$ cat config.mk
export PLATFORM = sky130hd
export DESIGN_NAME = secr_top
export DESIGN_NICKNAME = d
export VERILOG_FILES = /design/src/core/secr_pkg.sv /design/src/core/secr_top.sv
export SDC_FILE = /design/constraint.sdc
export NUM_CORES = 1
export LEC_CHECK = 0
export ABC_CLOCK_PERIOD_IN_PS = 4700
export BUFFER_PORTS_ARGS = -buffer_cell sky130_fd_sc_hd__buf_2
export CAP_MARGIN = 0
export CORE_AREA = 3 3 169 237
export CTS_CLUSTER_SIZE = 28
export DETAILED_ROUTE_END_ITERATION = 10
export DIE_AREA = 0 0 172 240
export PLACE_DENSITY_LB_ADDON = 0.3
export SETUP_SLACK_MARGIN = 0.02
export SYNTH_ARGS = -nofsm -noshare
export SYNTH_HDL_FRONTEND = slang
export SYNTH_SLANG_ARGS = --single-unit
$ cat constraint.sdc
create_clock -name clk_i -period 4.7 [get_ports clk_i]
set_input_delay 0.47 -clock clk_i [delete_from_list [all_inputs] [get_ports clk_i]]
set_output_delay 0.47 -clock clk_i [all_outputs]
set_load 0.05 [all_outputs]
$ cat src/core/secr_pkg.sv
package secr_pkg;

	// ---------------------------------------------------------------
	// counters
	// ---------------------------------------------------------------
	localparam int          CNT_W       = 8;
	localparam logic [7:0]  CNT_MAX     = 8'hFF;
	localparam logic [7:0]  CNT_PRE_MAX = 8'hFE;
	localparam logic [7:0]  CNT_ZERO    = 8'h00;
	localparam int          N_ERR       = 3;
	localparam int          IDX_LINE    = 0;
	localparam int          IDX_BURST   = 1;
	localparam int          IDX_ARIFCI  = 2;

	// ---------------------------------------------------------------
	// timing
	// ---------------------------------------------------------------
	localparam int          REPORT_TIME_MS  = 2000;
	localparam int          CLK_MHZ         = 250;
	localparam int          REPORT_CYCLES   = REPORT_TIME_MS * 1000 * CLK_MHZ;
	localparam logic [2:0]  BURST_PREP_HB   = 3'h4;
	localparam logic [2:0]  BURST_ERR_HB    = 3'h5;

	// ---------------------------------------------------------------
	// report frame layout
	// ---------------------------------------------------------------
	localparam logic [3:0]  RPT_DST_CLASS   = 4'h6;
	localparam logic [3:0]  RPT_SRC_CLASS   = 4'h0;
	localparam logic [7:0]  SV_UPSTREAM     = 8'h02;
	localparam logic [7:0]  SV_PHYS_DROP    = 8'h0B;
	localparam logic [7:0]  SV_ISOLATING    = 8'h2D;
	localparam logic [7:0]  SV_NONISOLATING = 8'h2E;

	// ---------------------------------------------------------------
	// register map (byte addresses)
	// ---------------------------------------------------------------
	localparam logic [7:0]  REG_RING_STATUS = 8'h00;
	localparam logic [7:0]  REG_ERROR_LOG   = 8'h04;
	localparam logic [7:0]  REG_RPT_PERIOD  = 8'h08;
	localparam logic [7:0]  REG_SOFT_COUNTS = 8'h0C;
	localparam logic [7:0]  REG_RPT_STATE   = 8'h10;
	localparam int          BIT_OVERFLOW    = 0;
	localparam logic [31:0] WORD_ZERO       = 32'h00000000;

	typedef enum logic [3:0] {
		SECR_IDLE    = 4'h1,
		SECR_TIMING  = 4'h2,
		SECR_QUEUED  = 4'h4,
		SECR_SENDING = 4'h8
	} secr_rpt_state_t;

	// end-of-frame summary from the receive path
	typedef struct packed {
		logic done;
		logic repeated_or_copied;
		logic is_token;
		logic error_seen_flag;
		logic code_violation;
		logic fcs_error;
	} secr_frame_t;

	// monitor present frame summary
	typedef struct packed {
		logic done;
		logic is_active;
		logic addr_recognized_frame_copied_bits_zero;
	} secr_mon_t;

	// half-bit line sampling
	typedef struct packed {
		logic tick;
		logic transition;
		logic in_frame;
	} secr_line_t;

	typedef struct packed {
		logic [3:0]  dst_class;
		logic [3:0]  src_class;
		logic [7:0]  sv_upstream;
		logic [47:0] upstream_neighbor_address;
		logic [7:0]  sv_phys_drop;
		logic [31:0] phys_drop;
		logic [7:0]  sv_isolating;
		logic [7:0]  line_cnt;
		logic [7:0]  burst_cnt;
		logic [7:0]  arifci_cnt;
		logic [7:0]  sv_nonisolating;
		logic [31:0] nonisolating_counts;
	} secr_report_t;

endpackage

$ cat src/core/secr_top.sv
// The Wishbone register port and the register addresses were chosen for this implementation.
`timescale 1ns/1ps
// Behaviour
// RQ1: ring counters step by one when inserted, normal, and below 255.
// RQ2: normal means no monitor contention, beacon or ring purge in progress.
// RQ3: any ring counter increment starts the report timer; an increment during SECR_QUEUED or SECR_SENDING leaves the timer stopped.
// RQ4: timer expiry queues a report, sent only in normal state.
// RQ5: after full transmission, reported values are subtracted, not cleared.
// RQ6: report goes out through the assured delivery mechanism.
// RQ7: beacon auto-removal cancels the timer; next report needs a new error.
// RQ8: timer period defaults to 2.0 s, reloadable from management frames.
// RQ9: report uses class 6/0, monitor address, four fixed subvectors.
// RQ10: host counter set steps under identical conditions, saturating at 255.
// RQ11: host counter stepping 254 to 255 sets ring status overflow bit.
// RQ12: host reads error log by command; the read resets host counters.
// RQ13: first detector sets error seen flag; already-set frames are not counted.
// RQ14: line error at most once per frame on violation or check error.
// RQ15: burst error after five half bits without transitions inside frame.
// RQ16: four silent half bits arm the transmitter to send idles.
// RQ17: address/copied error on repeated zero-bit monitor frames without active one.
// RQ18: counters are eight-bit unsigned and saturate rather than wrap.
module secr_top #(
	parameter int unsigned REPORT_CYCLES_DEF = secr_pkg::REPORT_CYCLES
) (
	input  wire logic                  clk_i,
	input  wire logic                  rst_i,
	// wishbone slave
	input  wire logic                  wb_cyc_i,
	input  wire logic                  wb_stb_i,
	input  wire logic                  wb_we_i,
	input  wire logic [7:0]            wb_adr_i,
	input  wire logic [3:0]            wb_sel_i,
	input  wire logic [31:0]           wb_dat_i,
	output logic      [31:0]           wb_dat_o,
	output logic                       wb_ack_o,
	// station state
	input  wire logic                  inserted_i,
	input  wire logic                  in_contention_i,
	input  wire logic                  in_beacon_i,
	input  wire logic                  in_purge_i,
	input  wire logic                  auto_removal_i,
	// receive path summaries
	input  wire secr_pkg::secr_frame_t frame_i,
	input  wire secr_pkg::secr_mon_t   mon_i,
	input  wire secr_pkg::secr_line_t  line_i,
	output logic                       set_error_seen_flag_o,
	output logic                       tx_idles_o,
	// timer reload from management frames
	input  wire logic                  period_load_i,
	input  wire logic [31:0]           period_value_i,
	// report frame to assured delivery
	input  wire logic [47:0]           upstream_neighbor_address_i,
	input  wire logic [31:0]           phys_drop_i,
	input  wire logic [31:0]           nonisolating_counts_i,
	output logic                       rpt_req_o,
	output secr_pkg::secr_report_t     rpt_o,
	input  wire logic                  rpt_done_i
);

	// ---------------------------------------------------------------
	// helpers
	// ---------------------------------------------------------------
	function automatic logic [7:0] sat_inc(input logic [7:0] v, input logic en);
		sat_inc = (en && v != secr_pkg::CNT_MAX) ? v + 8'h01 : v;
	endfunction

	logic                          normal;
	logic                          cnt_en;
	logic                          line_err;
	logic                          burst_err;
	logic                          arifci_err;
	logic [secr_pkg::N_ERR-1:0]    err;
	logic [secr_pkg::N_ERR-1:0]    soft_step;
	logic [secr_pkg::N_ERR-1:0]    host_step;
	logic [7:0]                    soft_r   [secr_pkg::N_ERR];
	logic [7:0]                    host_r   [secr_pkg::N_ERR];
	logic [7:0]                    snap_r   [secr_pkg::N_ERR];
	logic [2:0]                    quiet_r;
	logic                          prep_idle_r;
	logic                          mon_zero_seen_r;
	logic                          overflow_r;
	logic [31:0]                   period_r;
	logic [31:0]                   timer_r;
	secr_pkg::secr_rpt_state_t     state_r;
	secr_pkg::secr_rpt_state_t     state_nxt;
	logic                          bus_req;
	logic                          rd_log;
	logic                          rd_status;
	logic                          sent;

	// RQ2 normal state
	assign normal = !in_contention_i && !in_beacon_i && !in_purge_i;
	// RQ1 count gate
	assign cnt_en = inserted_i && normal;

	// ---------------------------------------------------------------
	// error detection
	// ---------------------------------------------------------------
	// RQ14 one line error per frame
	assign line_err = frame_i.done && frame_i.repeated_or_copied &&
		!frame_i.error_seen_flag &&
		(frame_i.code_violation || frame_i.fcs_error);
	// RQ15 five silent half bits
	assign burst_err = line_i.tick && line_i.in_frame && !line_i.transition &&
		quiet_r == secr_pkg::BURST_PREP_HB;
	// RQ17 repeated zero-bit monitor frame
	assign arifci_err = mon_i.done && mon_i.addr_recognized_frame_copied_bits_zero &&
		mon_zero_seen_r;

	assign err = {arifci_err, burst_err, line_err};

	// RQ13 mark frame for downstream stations
	always_ff @(posedge clk_i)
	begin
		if (rst_i)
			set_error_seen_flag_o <= 1'b0;
		else
			set_error_seen_flag_o <= line_err || burst_err;
	end

	// quiet half-bit count; saturates at the burst figure
	always_ff @(posedge clk_i)
	begin
		if (rst_i)
			quiet_r <= 3'h0;
		else if (!line_i.in_frame || (line_i.tick && line_i.transition))
			quiet_r <= 3'h0;
		else if (line_i.tick && quiet_r != secr_pkg::BURST_ERR_HB)
			quiet_r <= quiet_r + 3'h1;
	end

	// RQ16 arm idles at four, send them at five
	always_ff @(posedge clk_i)
	begin
		if (rst_i)
		begin
			prep_idle_r <= 1'b0;
			tx_idles_o  <= 1'b0;
		end
		else
		begin
			if (!line_i.in_frame)
				prep_idle_r <= 1'b0;
			else if (line_i.tick && !line_i.transition &&
				quiet_r == secr_pkg::BURST_PREP_HB - 3'h1)
				prep_idle_r <= 1'b1;
			if (!line_i.in_frame)
				tx_idles_o <= 1'b0;
			else if (burst_err && prep_idle_r)
				tx_idles_o <= 1'b1;
		end
	end

	// RQ17 an active monitor frame with bits set breaks the run
	always_ff @(posedge clk_i)
	begin
		if (rst_i)
			mon_zero_seen_r <= 1'b0;
		else if (mon_i.done)
		begin
			if (mon_i.addr_recognized_frame_copied_bits_zero)
				mon_zero_seen_r <= 1'b1;
			else if (mon_i.is_active)
				mon_zero_seen_r <= 1'b0;
		end
	end

	// ---------------------------------------------------------------
	// counter sets
	// ---------------------------------------------------------------
	always_comb
	begin
		for (int i = 0; i < secr_pkg::N_ERR; i++)
		begin
			soft_step[i] = err[i] && cnt_en && soft_r[i] != secr_pkg::CNT_MAX;
			host_step[i] = err[i] && cnt_en && host_r[i] != secr_pkg::CNT_MAX;
		end
	end

	assign sent = state_r == secr_pkg::SECR_SENDING && rpt_done_i;

	// RQ18 saturating ring counters
	always_ff @(posedge clk_i)
	begin
		if (rst_i)
		begin
			for (int i = 0; i < secr_pkg::N_ERR; i++)
				soft_r[i] <= secr_pkg::CNT_ZERO;
		end
		else
		begin
			for (int i = 0; i < secr_pkg::N_ERR; i++)
			begin
				// RQ5 subtract what was reported
				if (sent)
					soft_r[i] <= sat_inc(soft_r[i], soft_step[i]) - snap_r[i];
				else
					soft_r[i] <= sat_inc(soft_r[i], soft_step[i]);
			end
		end
	end

	// RQ10 host set; a step in the reading cycle survives the clear
	always_ff @(posedge clk_i)
	begin
		if (rst_i)
		begin
			for (int i = 0; i < secr_pkg::N_ERR; i++)
				host_r[i] <= secr_pkg::CNT_ZERO;
		end
		else
		begin
			for (int i = 0; i < secr_pkg::N_ERR; i++)
			begin
				// RQ12 read resets counters
				if (rd_log)
					host_r[i] <= sat_inc(secr_pkg::CNT_ZERO, host_step[i]);
				else
					host_r[i] <= sat_inc(host_r[i], host_step[i]);
			end
		end
	end

	// RQ11 overflow on 254 to 255; set wins over read clear
	always_ff @(posedge clk_i)
	begin
		if (rst_i)
			overflow_r <= 1'b0;
		else
		begin
			logic hit;
			hit = 1'b0;
			for (int i = 0; i < secr_pkg::N_ERR; i++)
				if (host_step[i] && host_r[i] == secr_pkg::CNT_PRE_MAX && !rd_log)
					hit = 1'b1;
			if (hit)
				overflow_r <= 1'b1;
			else if (rd_status)
				overflow_r <= 1'b0;
		end
	end

	// ---------------------------------------------------------------
	// report timer and sequencing
	// ---------------------------------------------------------------
	// RQ8 period default and reload
	always_ff @(posedge clk_i)
	begin
		if (rst_i)
			period_r <= REPORT_CYCLES_DEF;
		else if (period_load_i)
			period_r <= period_value_i;
		else if (bus_req && wb_we_i && wb_adr_i == secr_pkg::REG_RPT_PERIOD &&
			&wb_sel_i)
			period_r <= wb_dat_i;
	end

	always_comb
	begin
		state_nxt = state_r;
		unique case (state_r)
			secr_pkg::SECR_IDLE:
				// RQ3 start timer on increment
				if (|soft_step)
					state_nxt = secr_pkg::SECR_TIMING;
			secr_pkg::SECR_TIMING:
				// RQ7 auto-removal cancels
				if (auto_removal_i)
					state_nxt = secr_pkg::SECR_IDLE;
				// RQ4 expiry queues the report
				else if (timer_r <= 32'h00000001)
					state_nxt = secr_pkg::SECR_QUEUED;
			secr_pkg::SECR_QUEUED:
				if (auto_removal_i)
					state_nxt = secr_pkg::SECR_IDLE;
				// RQ4 send only in normal state
				else if (normal)
					state_nxt = secr_pkg::SECR_SENDING;
			secr_pkg::SECR_SENDING:
				if (rpt_done_i)
					state_nxt = secr_pkg::SECR_IDLE;
			default:
				state_nxt = secr_pkg::SECR_IDLE;
		endcase
	end

	always_ff @(posedge clk_i)
	begin
		if (rst_i)
			state_r <= secr_pkg::SECR_IDLE;
		else
			state_r <= state_nxt;
	end

	always_ff @(posedge clk_i)
	begin
		if (rst_i)
			timer_r <= 32'h00000000;
		else if (state_r != secr_pkg::SECR_TIMING)
			timer_r <= period_r;
		else if (timer_r != 32'h00000000)
			timer_r <= timer_r - 32'h00000001;
	end

	// snapshot frozen while the frame is in flight
	always_ff @(posedge clk_i)
	begin
		if (rst_i)
		begin
			for (int i = 0; i < secr_pkg::N_ERR; i++)
				snap_r[i] <= secr_pkg::CNT_ZERO;
			rpt_o <= '0;
		end
		else if (state_r == secr_pkg::SECR_QUEUED && state_nxt == secr_pkg::SECR_SENDING)
		begin
			for (int i = 0; i < secr_pkg::N_ERR; i++)
				snap_r[i] <= soft_r[i];
			// RQ9 fixed frame header and subvectors
			rpt_o.dst_class                 <= secr_pkg::RPT_DST_CLASS;
			rpt_o.src_class                 <= secr_pkg::RPT_SRC_CLASS;
			rpt_o.sv_upstream               <= secr_pkg::SV_UPSTREAM;
			rpt_o.upstream_neighbor_address <= upstream_neighbor_address_i;
			rpt_o.sv_phys_drop              <= secr_pkg::SV_PHYS_DROP;
			rpt_o.phys_drop                 <= phys_drop_i;
			rpt_o.sv_isolating              <= secr_pkg::SV_ISOLATING;
			rpt_o.line_cnt                  <= soft_r[secr_pkg::IDX_LINE];
			rpt_o.burst_cnt                 <= soft_r[secr_pkg::IDX_BURST];
			rpt_o.arifci_cnt                <= soft_r[secr_pkg::IDX_ARIFCI];
			rpt_o.sv_nonisolating           <= secr_pkg::SV_NONISOLATING;
			rpt_o.nonisolating_counts       <= nonisolating_counts_i;
		end
	end

	// RQ6 held to the assured delivery engine until done
	assign rpt_req_o = state_r == secr_pkg::SECR_SENDING;

	// ---------------------------------------------------------------
	// wishbone slave
	// ---------------------------------------------------------------
	assign bus_req   = wb_cyc_i && wb_stb_i && !wb_ack_o;
	assign rd_log    = bus_req && !wb_we_i && wb_adr_i == secr_pkg::REG_ERROR_LOG;
	assign rd_status = bus_req && !wb_we_i && wb_adr_i == secr_pkg::REG_RING_STATUS;

	always_ff @(posedge clk_i)
	begin
		if (rst_i)
		begin
			wb_ack_o <= 1'b0;
			wb_dat_o <= secr_pkg::WORD_ZERO;
		end
		else
		begin
			wb_ack_o <= bus_req;
			if (bus_req && !wb_we_i)
			begin
				unique case (wb_adr_i)
					secr_pkg::REG_RING_STATUS:
						wb_dat_o <= {31'h00000000, overflow_r};
					secr_pkg::REG_ERROR_LOG:
						wb_dat_o <= {8'h00, host_r[secr_pkg::IDX_ARIFCI],
							host_r[secr_pkg::IDX_BURST], host_r[secr_pkg::IDX_LINE]};
					secr_pkg::REG_RPT_PERIOD:
						wb_dat_o <= period_r;
					secr_pkg::REG_SOFT_COUNTS:
						wb_dat_o <= {8'h00, soft_r[secr_pkg::IDX_ARIFCI],
							soft_r[secr_pkg::IDX_BURST], soft_r[secr_pkg::IDX_LINE]};
					secr_pkg::REG_RPT_STATE:
						wb_dat_o <= {28'h0000000, state_r};
					default:
						wb_dat_o <= secr_pkg::WORD_ZERO;
				endcase
			end
		end
	end

endmodule // secr_top

==> results of run 1 <==
-- through the flow --
stage	instances	power, mW	setup WS [ps]	util (%)	instance area [um^2]
floorplan	1810	3.39	969	-	15400
global placement	2555	3.58	521	45.6	17500
detailed placement	2555	3.59	494	45.6	17500
CTS	2617	6.38	1040	48.7	18600
global route	2617	6.55	847	48.7	18600
finish	2618	6.30	1010	48.7	18600
-- flip-flops by register name (all words and copies together) (netlist names), 4 cells and up --
signal    cells
host_r       24
period_r     32
rpt_o       137
snap_r       24
soft_r       24
state_r       4
timer_r      32
wb_dat_o     32
-- cells in the final DEF (no fill, tap or decap), types with 5 or more instances in the layout --
cell	synthesis	routed
a22oi_1	28	28
o2bb2ai_1	5	5
xnor2_1	37	37
nand2_1	351	351
or3_1	10	9
a211oi_1	44	44
a21oi_1	186	186
xor2_1	30	30
nand3_1	31	31
nand3b_1	8	8
o21ai_0	39	39
a22o_1	20	20
a21o_1	5	5
nor2b_1	13	13
ha_1	37	37
clkbuf_1	94	7
nand4_1	13	13
o22ai_1	5	5
nor4_1	15	15
inv_1	34	34
and2_1	28	28
edfxtp_1	72	72
and3_1	15	15
dfxtp_1	246	246
or2_2	5	5
mux2_2	24	24
clkbuf_16	0	39
clkbuf_8	0	6
or4_1	8	8
nor3_1	33	31
buf_4	42	17
mux2i_1	40	40
conb_1	2	50
nand2b_1	28	28
nor2_1	147	147
a311oi_1	5	5
buf_2	2	395
-- area by class of cell --
class | instances | area (um^2) | area share, %
multi-input combinational | 1310 | 7490 | 40.2
sequential | 318 | 7090 | 38.0
timing repair buffer | 415 | 2160 | 11.6
clock buffer | 51 | 1070 | 5.75
tap | 478 | 598 | 3.21
inverter | 34 | 128 | 0.685
clock inverter | 11 | 98.8 | 0.531
antenna | 1 | 2.50 | 0.0134
-- kinds of logic after synthesis --
group / share of synthesized area [%]
XOR/XNOR: 3.86
AND/OR/NAND/NOR: 21.6
adder cells (fa/ha/maj): 3.44
flip-flops: 46.6
AO/OA/AOI/OAI: 14.5
buffers and inverters: 5.54
other: 0.0494
multiplexers: 4.41
-- how the worst max path moves through the flow --
| stage | slack (ps) | startpoint | end |
|---|---|---|---|
| after floorplan | 970 | in_contention_i | soft_r[0][7] |
| after global placement | 520 | in_contention_i | soft_r[0][7] |
| after detailed placement | 490 | in_contention_i | soft_r[0][6] |
| after CTS | 1040 | in_contention_i | soft_r[0][6] |
| after global routing | 850 | in_contention_i | soft_r[0][7] |
| final | 1010 | in_contention_i | soft_r[0][7] |
-- metal layers --
layer / up-vias / part of all wire [%] / track usage, %
met5: - / 0 / 0
met2: 449 / 51 / 35.0
li1: 6706 / - / -
met1: 6406 / 40 / 24.1
met3: 84 / 5.7 / 2.55
met4: 0 / 3.7 / 7.60
-- critical path: stages --
cell       delay, ps
buf_2            110
or4b_2           670
or4_1            630
nor2_1           370
mux2_2           430
ha_1             280
nor2b_1          140
o2111ai_1        250
a31oi_1          140
xnor2_1          210
nand3_1           90
nor3b_1          150
-- power by group through the flow --
stage / sequential, mW / clock, mW / combinational [mW]
finish: 2.97 / 2.76 / 0.571
global route: 2.98 / 2.94 / 0.634
CTS: 2.97 / 2.84 / 0.571
detailed placement: 3.03 / 0 / 0.568
global placement: 3.02 / 0 / 0.558
floorplan: 2.98 / 0 / 0.410
==> flow_summary.json, run 1 <==
{
  "clkPwrFrac_pct": 43.8,
  "gp_congestion": 0.880,
  "postSynthAreaPerCell_um2": 8.64,
  "rsz0062_at_grt": "false",
  "cts_buffers": 35,
  "wl_per_cell_um": 16.5,
  "grt_overflow": 0,
  "netlist.area_leader.share_pct": 32.4,
  "grt_max_degree": 167,
  "layout_min_cycle_time_ps": 3690,
  "areaGrowthSynthToFinish_pct": 22.4,
  "peakVddDrop_mv": 0.218,
  "routed_wl_um": 43100,
  "clkTransAtPathRegs_ps": 60,
  "die_h_um": 240,
  "post-synth-top-count-cell": "nand2_1",
  "synth_edf_count": 72,
  "portBuffers": 396,
  "path_max_fanout": 4,
  "viasPerCell": 5.21,
  "reg2reg_to": "soft_r[2][7]",
  "setup_tns_ps": 0,
  "timing.final.crit_share_pct": 78.5,
  "clkLatencyLatePin_ps": 530,
  "cap_viol_max_count": 0,
  "cts_root_buf": "clkbuf_16",
  "cts_max_level": 2,
  "ant_nets": 0,
  "ys.flop_type": "dfxtp_1",
  "die-area_um2": 41300,
  "min_path_type": "input pin to flop",
  "ioPinCount": 424,
  "pwr_density_cell_nw_per_um2": 338,
  "yosysSeqAreaShare_pct": 46.6,
  "setup-violations-final": 0,
  "p_sw_mw": 1.55,
  "timing.reg2reg.setup_slack_ps": 1120,
  "core_area_um2": 38300,
  "fin_hold_ws_ps": 176,
  "antenna_found_initial": 0,
  "slew_viol_final": 0,
  "dr.first_iter.drc_count": 675,
  "comb_power_share_pct": 9.1,
  "groute.usage.overall_pct": 19.7,
  "grt_pass1_vias": 12800,
  "status": "complete, no violations",
  "grt_pass1_wl_um": 66200,
  "min_path_cells": 3,
  "worst-r2r-cell-count": 12,
  "internal-power_mw": 4.76,
  "slew_headroom_pct": 20.5,
  "worst_setup_path_start_kind": "input pin",
  "synth_common_cells": "nand2_1, dfxtp_1, a21oi_1, nor2_1, clkbuf_1",
  "nets": 2366,
  "die_w_um": 172,
  "min-delay-start": "upstream_neighbor_address_i[23]",
  "synth_area_leaders": "dfxtp_1, edfxtp_1, nand2_1",
  "whs_endpoint": "rpt_o[135]",
  "drc": 0,
  "ys_seq_elements": 318,
  "final_layout_size_suffix_gt1_share_pct": 23.7,
  "cts_setup_buffers": 0,
  "fillCellCount": 3691,
  "cts_sinks": 318,
  "p_sw_share_pct": 24.5,
  "leakagePower_nw": 7.85,
  "num_rows": 85,
  "holdBufCountCts": 0,
  "dp_hpwl_um": 31200,
  "worst_clock_skew_ps": 23.5,
  "ys_warn_count": 0,
  "clock.fmax_ghz": 0.271,
  "ys_async_sr_fraction_pct": 0,
  "seq_power_share_pct": 47.1,
  "critPathCaptureType": "flop",
  "worst_ep_arrival_time_ps": 3950,
  "finalHoldViolCount": 0,
  "syn_area_um2": 15200,
  "cts_buffer_depth": 3,
  "post_cts_resized": 0,
  "vias": 13600,
  "start_util_pct": 39.7,
  "critPathRequiredTime_ps": 4960,
  "syn_inst": 1762,
  "r2r_start": "soft_r[2][1]",
  "worstMarginPinSlew_ps": 1180,
  "synth_largest_area_cell": "dfxtp_1",
  "synth.distinct_cells": 59,
  "drtPass1Iterations": 6,
  "path_class": "input pin to flop",
  "cts_tree": "yes"
}
No activity file was read; power rests on OpenSTA's default activity.
==> run 2: changes to the inputs <==
--- a/config.mk
+++ b/config.mk
@@ -5,7 +5,7 @@
 export SDC_FILE = /design/constraint.sdc
 export NUM_CORES = 1
 export LEC_CHECK = 0
-export ABC_CLOCK_PERIOD_IN_PS = 4700
+export ABC_CLOCK_PERIOD_IN_PS = 3500
 export BUFFER_PORTS_ARGS = -buffer_cell sky130_fd_sc_hd__buf_2
 export CAP_MARGIN = 0
 export CORE_AREA = 3 3 169 237
==> constraint.sdc (replaced) <==
create_clock -name clk_i -period 3.5 [get_ports clk_i]
set_input_delay 0.35 -clock clk_i [delete_from_list [all_inputs] [get_ports clk_i]]
set_output_delay 0.35 -clock clk_i [all_outputs]
set_load 0.05 [all_outputs]
==> flow_summary.json, run 2 (synthesized netlist as in run 1, its figures left out) <==
{
  "core_area_um2": 38300,
  "clkLatencyLatePin_ps": 530,
  "cts_buffers": 34,
  "groute.usage.overall_pct": 20.4,
  "drc": 0,
  "viasPerCell": 5.14,
  "dr.first_iter.drc_count": 948,
  "worst_setup_path_start_kind": "input pin",
  "cts_max_level": 2,
  "fin_total_pwr_mw": 8.23,
  "ioPinCount": 424,
  "r2r_start": "soft_r[0][1]",
  "clock.fmax_ghz": 0.301,
  "slew_viol_final": 0,
  "final_common_cell": "buf_2",
  "postLayoutCoreUtil_pct": 49.7,
  "final_layout_size_suffix_gt1_share_pct": 26.1,
  "critPathSlowestCell": "or4b_2",
  "holdBufCountCts": 0,
  "drtPass1Iterations": 5,
  "layout_min_cycle_time_ps": 3320,
  "grt_overflow": 0,
  "cts_tree": "yes",
  "ant_nets": 0,
  "cts_setup_buffers": 0,
  "fillCellCount": 3728,
  "vias": 13800,
  "post_cts_resized": 0,
  "critPathRequiredTime_ps": 3770,
  "critPathCaptureType": "flop",
  "antenna_found_initial": 2,
  "reg2reg_to": "soft_r[0][6]",
  "pwr_density_cell_nw_per_um2": 433,
  "top_register": "rpt_o",
  "critPathMaxStageDelay_ps": 720,
  "final_cell_mix": "buf_2, nand2_1, dfxtp_1, a21oi_1, nor2_1",
  "path_class": "input pin to flop",
  "num_rows": 85,
  "worstMarginPinSlew_ps": 1190,
  "worst_clock_skew_ps": 16.6,
  "rsz0062_at_grt": "true",
  "die_h_um": 240,
  "timing.reg2reg.setup_slack_ps": 270,
  "timing.final.crit_share_pct": 95.0,
  "clkTransAtPathRegs_ps": 60,
  "largest_register_ffs": 137,
  "grt_max_degree": 138,
  "cts_sinks": 318,
  "worst_ep_arrival_time_ps": 3600,
  "nets": 2429,
  "areaGrowthSynthToFinish_pct": 25.0,
  "cts_buffer_depth": 3,
  "routed_wl_um": 44500,
  "status": "complete, no violations",
  "portBuffers": 396,
  "finalHoldViolCount": 0,
  "cap_viol_max_count": 0,
  "path_max_fanout": 4,
  "wl_per_cell_um": 16.6,
  "die-area_um2": 41300,
  "start_util_pct": 39.7,
  "worst-r2r-cell-count": 12,
  "setup-violations-final": 0,
  "leakagePower_nw": 8.10,
  "dp_hpwl_um": 33000,
  "startpoint": "in_contention_i",
  "grt_pass1_wl_um": 67800,
  "die_w_um": 172,
  "min_path_type": "input pin to flop",
  "gp_congestion": 0.903,
  "crit_path_cell_trace": "buf_2 -> or4b_2 -> or4_4 -> nor2_4 -> mux2_4 -> buf_4 -> fa_1 -> a21o_1 -> a21oi_1 -> o21ai_0 -> xnor2_1 -> o2bb2ai_1",
  "slew_headroom_pct": 20.0,
  "peakVddDrop_mv": 0.301,
  "cts_root_buf": "clkbuf_16",
  "grt_pass1_vias": 12800,
  "endpoint": "soft_r[0][6]"
}
run 2: cell types whose count changed in the layout (fill, tap and decap cells not counted), moves of 2 or more:
cell	change
buf_4	+65
clkbuf_1	+3
clkbuf_16	-4
clkbuf_8	-4
clkinv_1	-3
inv_6	+3
nor2_1	-3
nor2_4	+2
run 2: critical path: cells and delay by family:
family                   cells  cell delay [ps]
AND/OR/NAND/NOR              3             1520
AO/OA/AOI/OAI                4              590
adder cells (fa/ha/maj)      1              410
multiplexers                 1              320
buffers and inverters        2              250
XOR/XNOR                     1              150
run 2: worst min-delay path by stage:
stage	from	endpoint	slack, ps	cells after the start
6_report	upstream_neighbor_address_i[1]	rpt_o[113]	50	3
5_1_grt	nonisolating_counts_i[8]	rpt_o[8]	30	3
4_1_cts	phys_drop_i[25]	rpt_o[97]	20	3
3_5_place_dp	rpt_o[139]	rpt_o[139]	440	2
3_3_place_gp	rpt_o[79]	rpt_o[79]	440	2
2_1_floorplan	prep_idle_r	prep_idle_r	440	2
run 2: stage by stage:
step                      setup TNS, ps  area, um^2  cells  setup slack (ps)  hold slack [ps]
after floorplan                       0       15400   1810              20.5              437
after global placement            -1790       18000   2619              -326              438
after detailed placement          -2370       18000   2619              -379              443
after CTS                             0       19000   2678               168             23.2
after global routing                  0       19000   2678              7.52             35.0
final                                 0       19000   2679               176             52.4
run 2: final cells by class:
cell class | count | area [um^2] | area share (%)
clock buffers | 48 | 946 | 4.97
well taps | 478 | 598 | 3.15
multi-input cells | 1310 | 7540 | 39.6
repair buffers | 479 | 2620 | 13.8
clock inverters | 11 | 92.6 | 0.487
flip-flops and latches | 318 | 7090 | 37.3
inverters | 34 | 128 | 0.671
diodes | 1 | 2.50 | 0.0132
run 2: power breakdown:
| group | switching [mW] | internal (mW) | total (mW) | leakage (nW) |
|---|---|---|---|---|
| clock | 1.50 | 1.91 | 3.41 | 0.511 |
| sequential | 0.107 | 3.85 | 3.96 | 2.74 |
| combinational | 0.486 | 0.367 | 0.853 | 4.85 |
| total | 2.09 | 6.13 | 8.23 | 8.10 |
run 2: routing by layer:
metal / wire length (um) / GRT usage, %
met1: 18400 / 25.7
met2: 21300 / 33.9
met3: 2550 / 3.26
met4: 2220 / 9.68
met5: 22 / 0
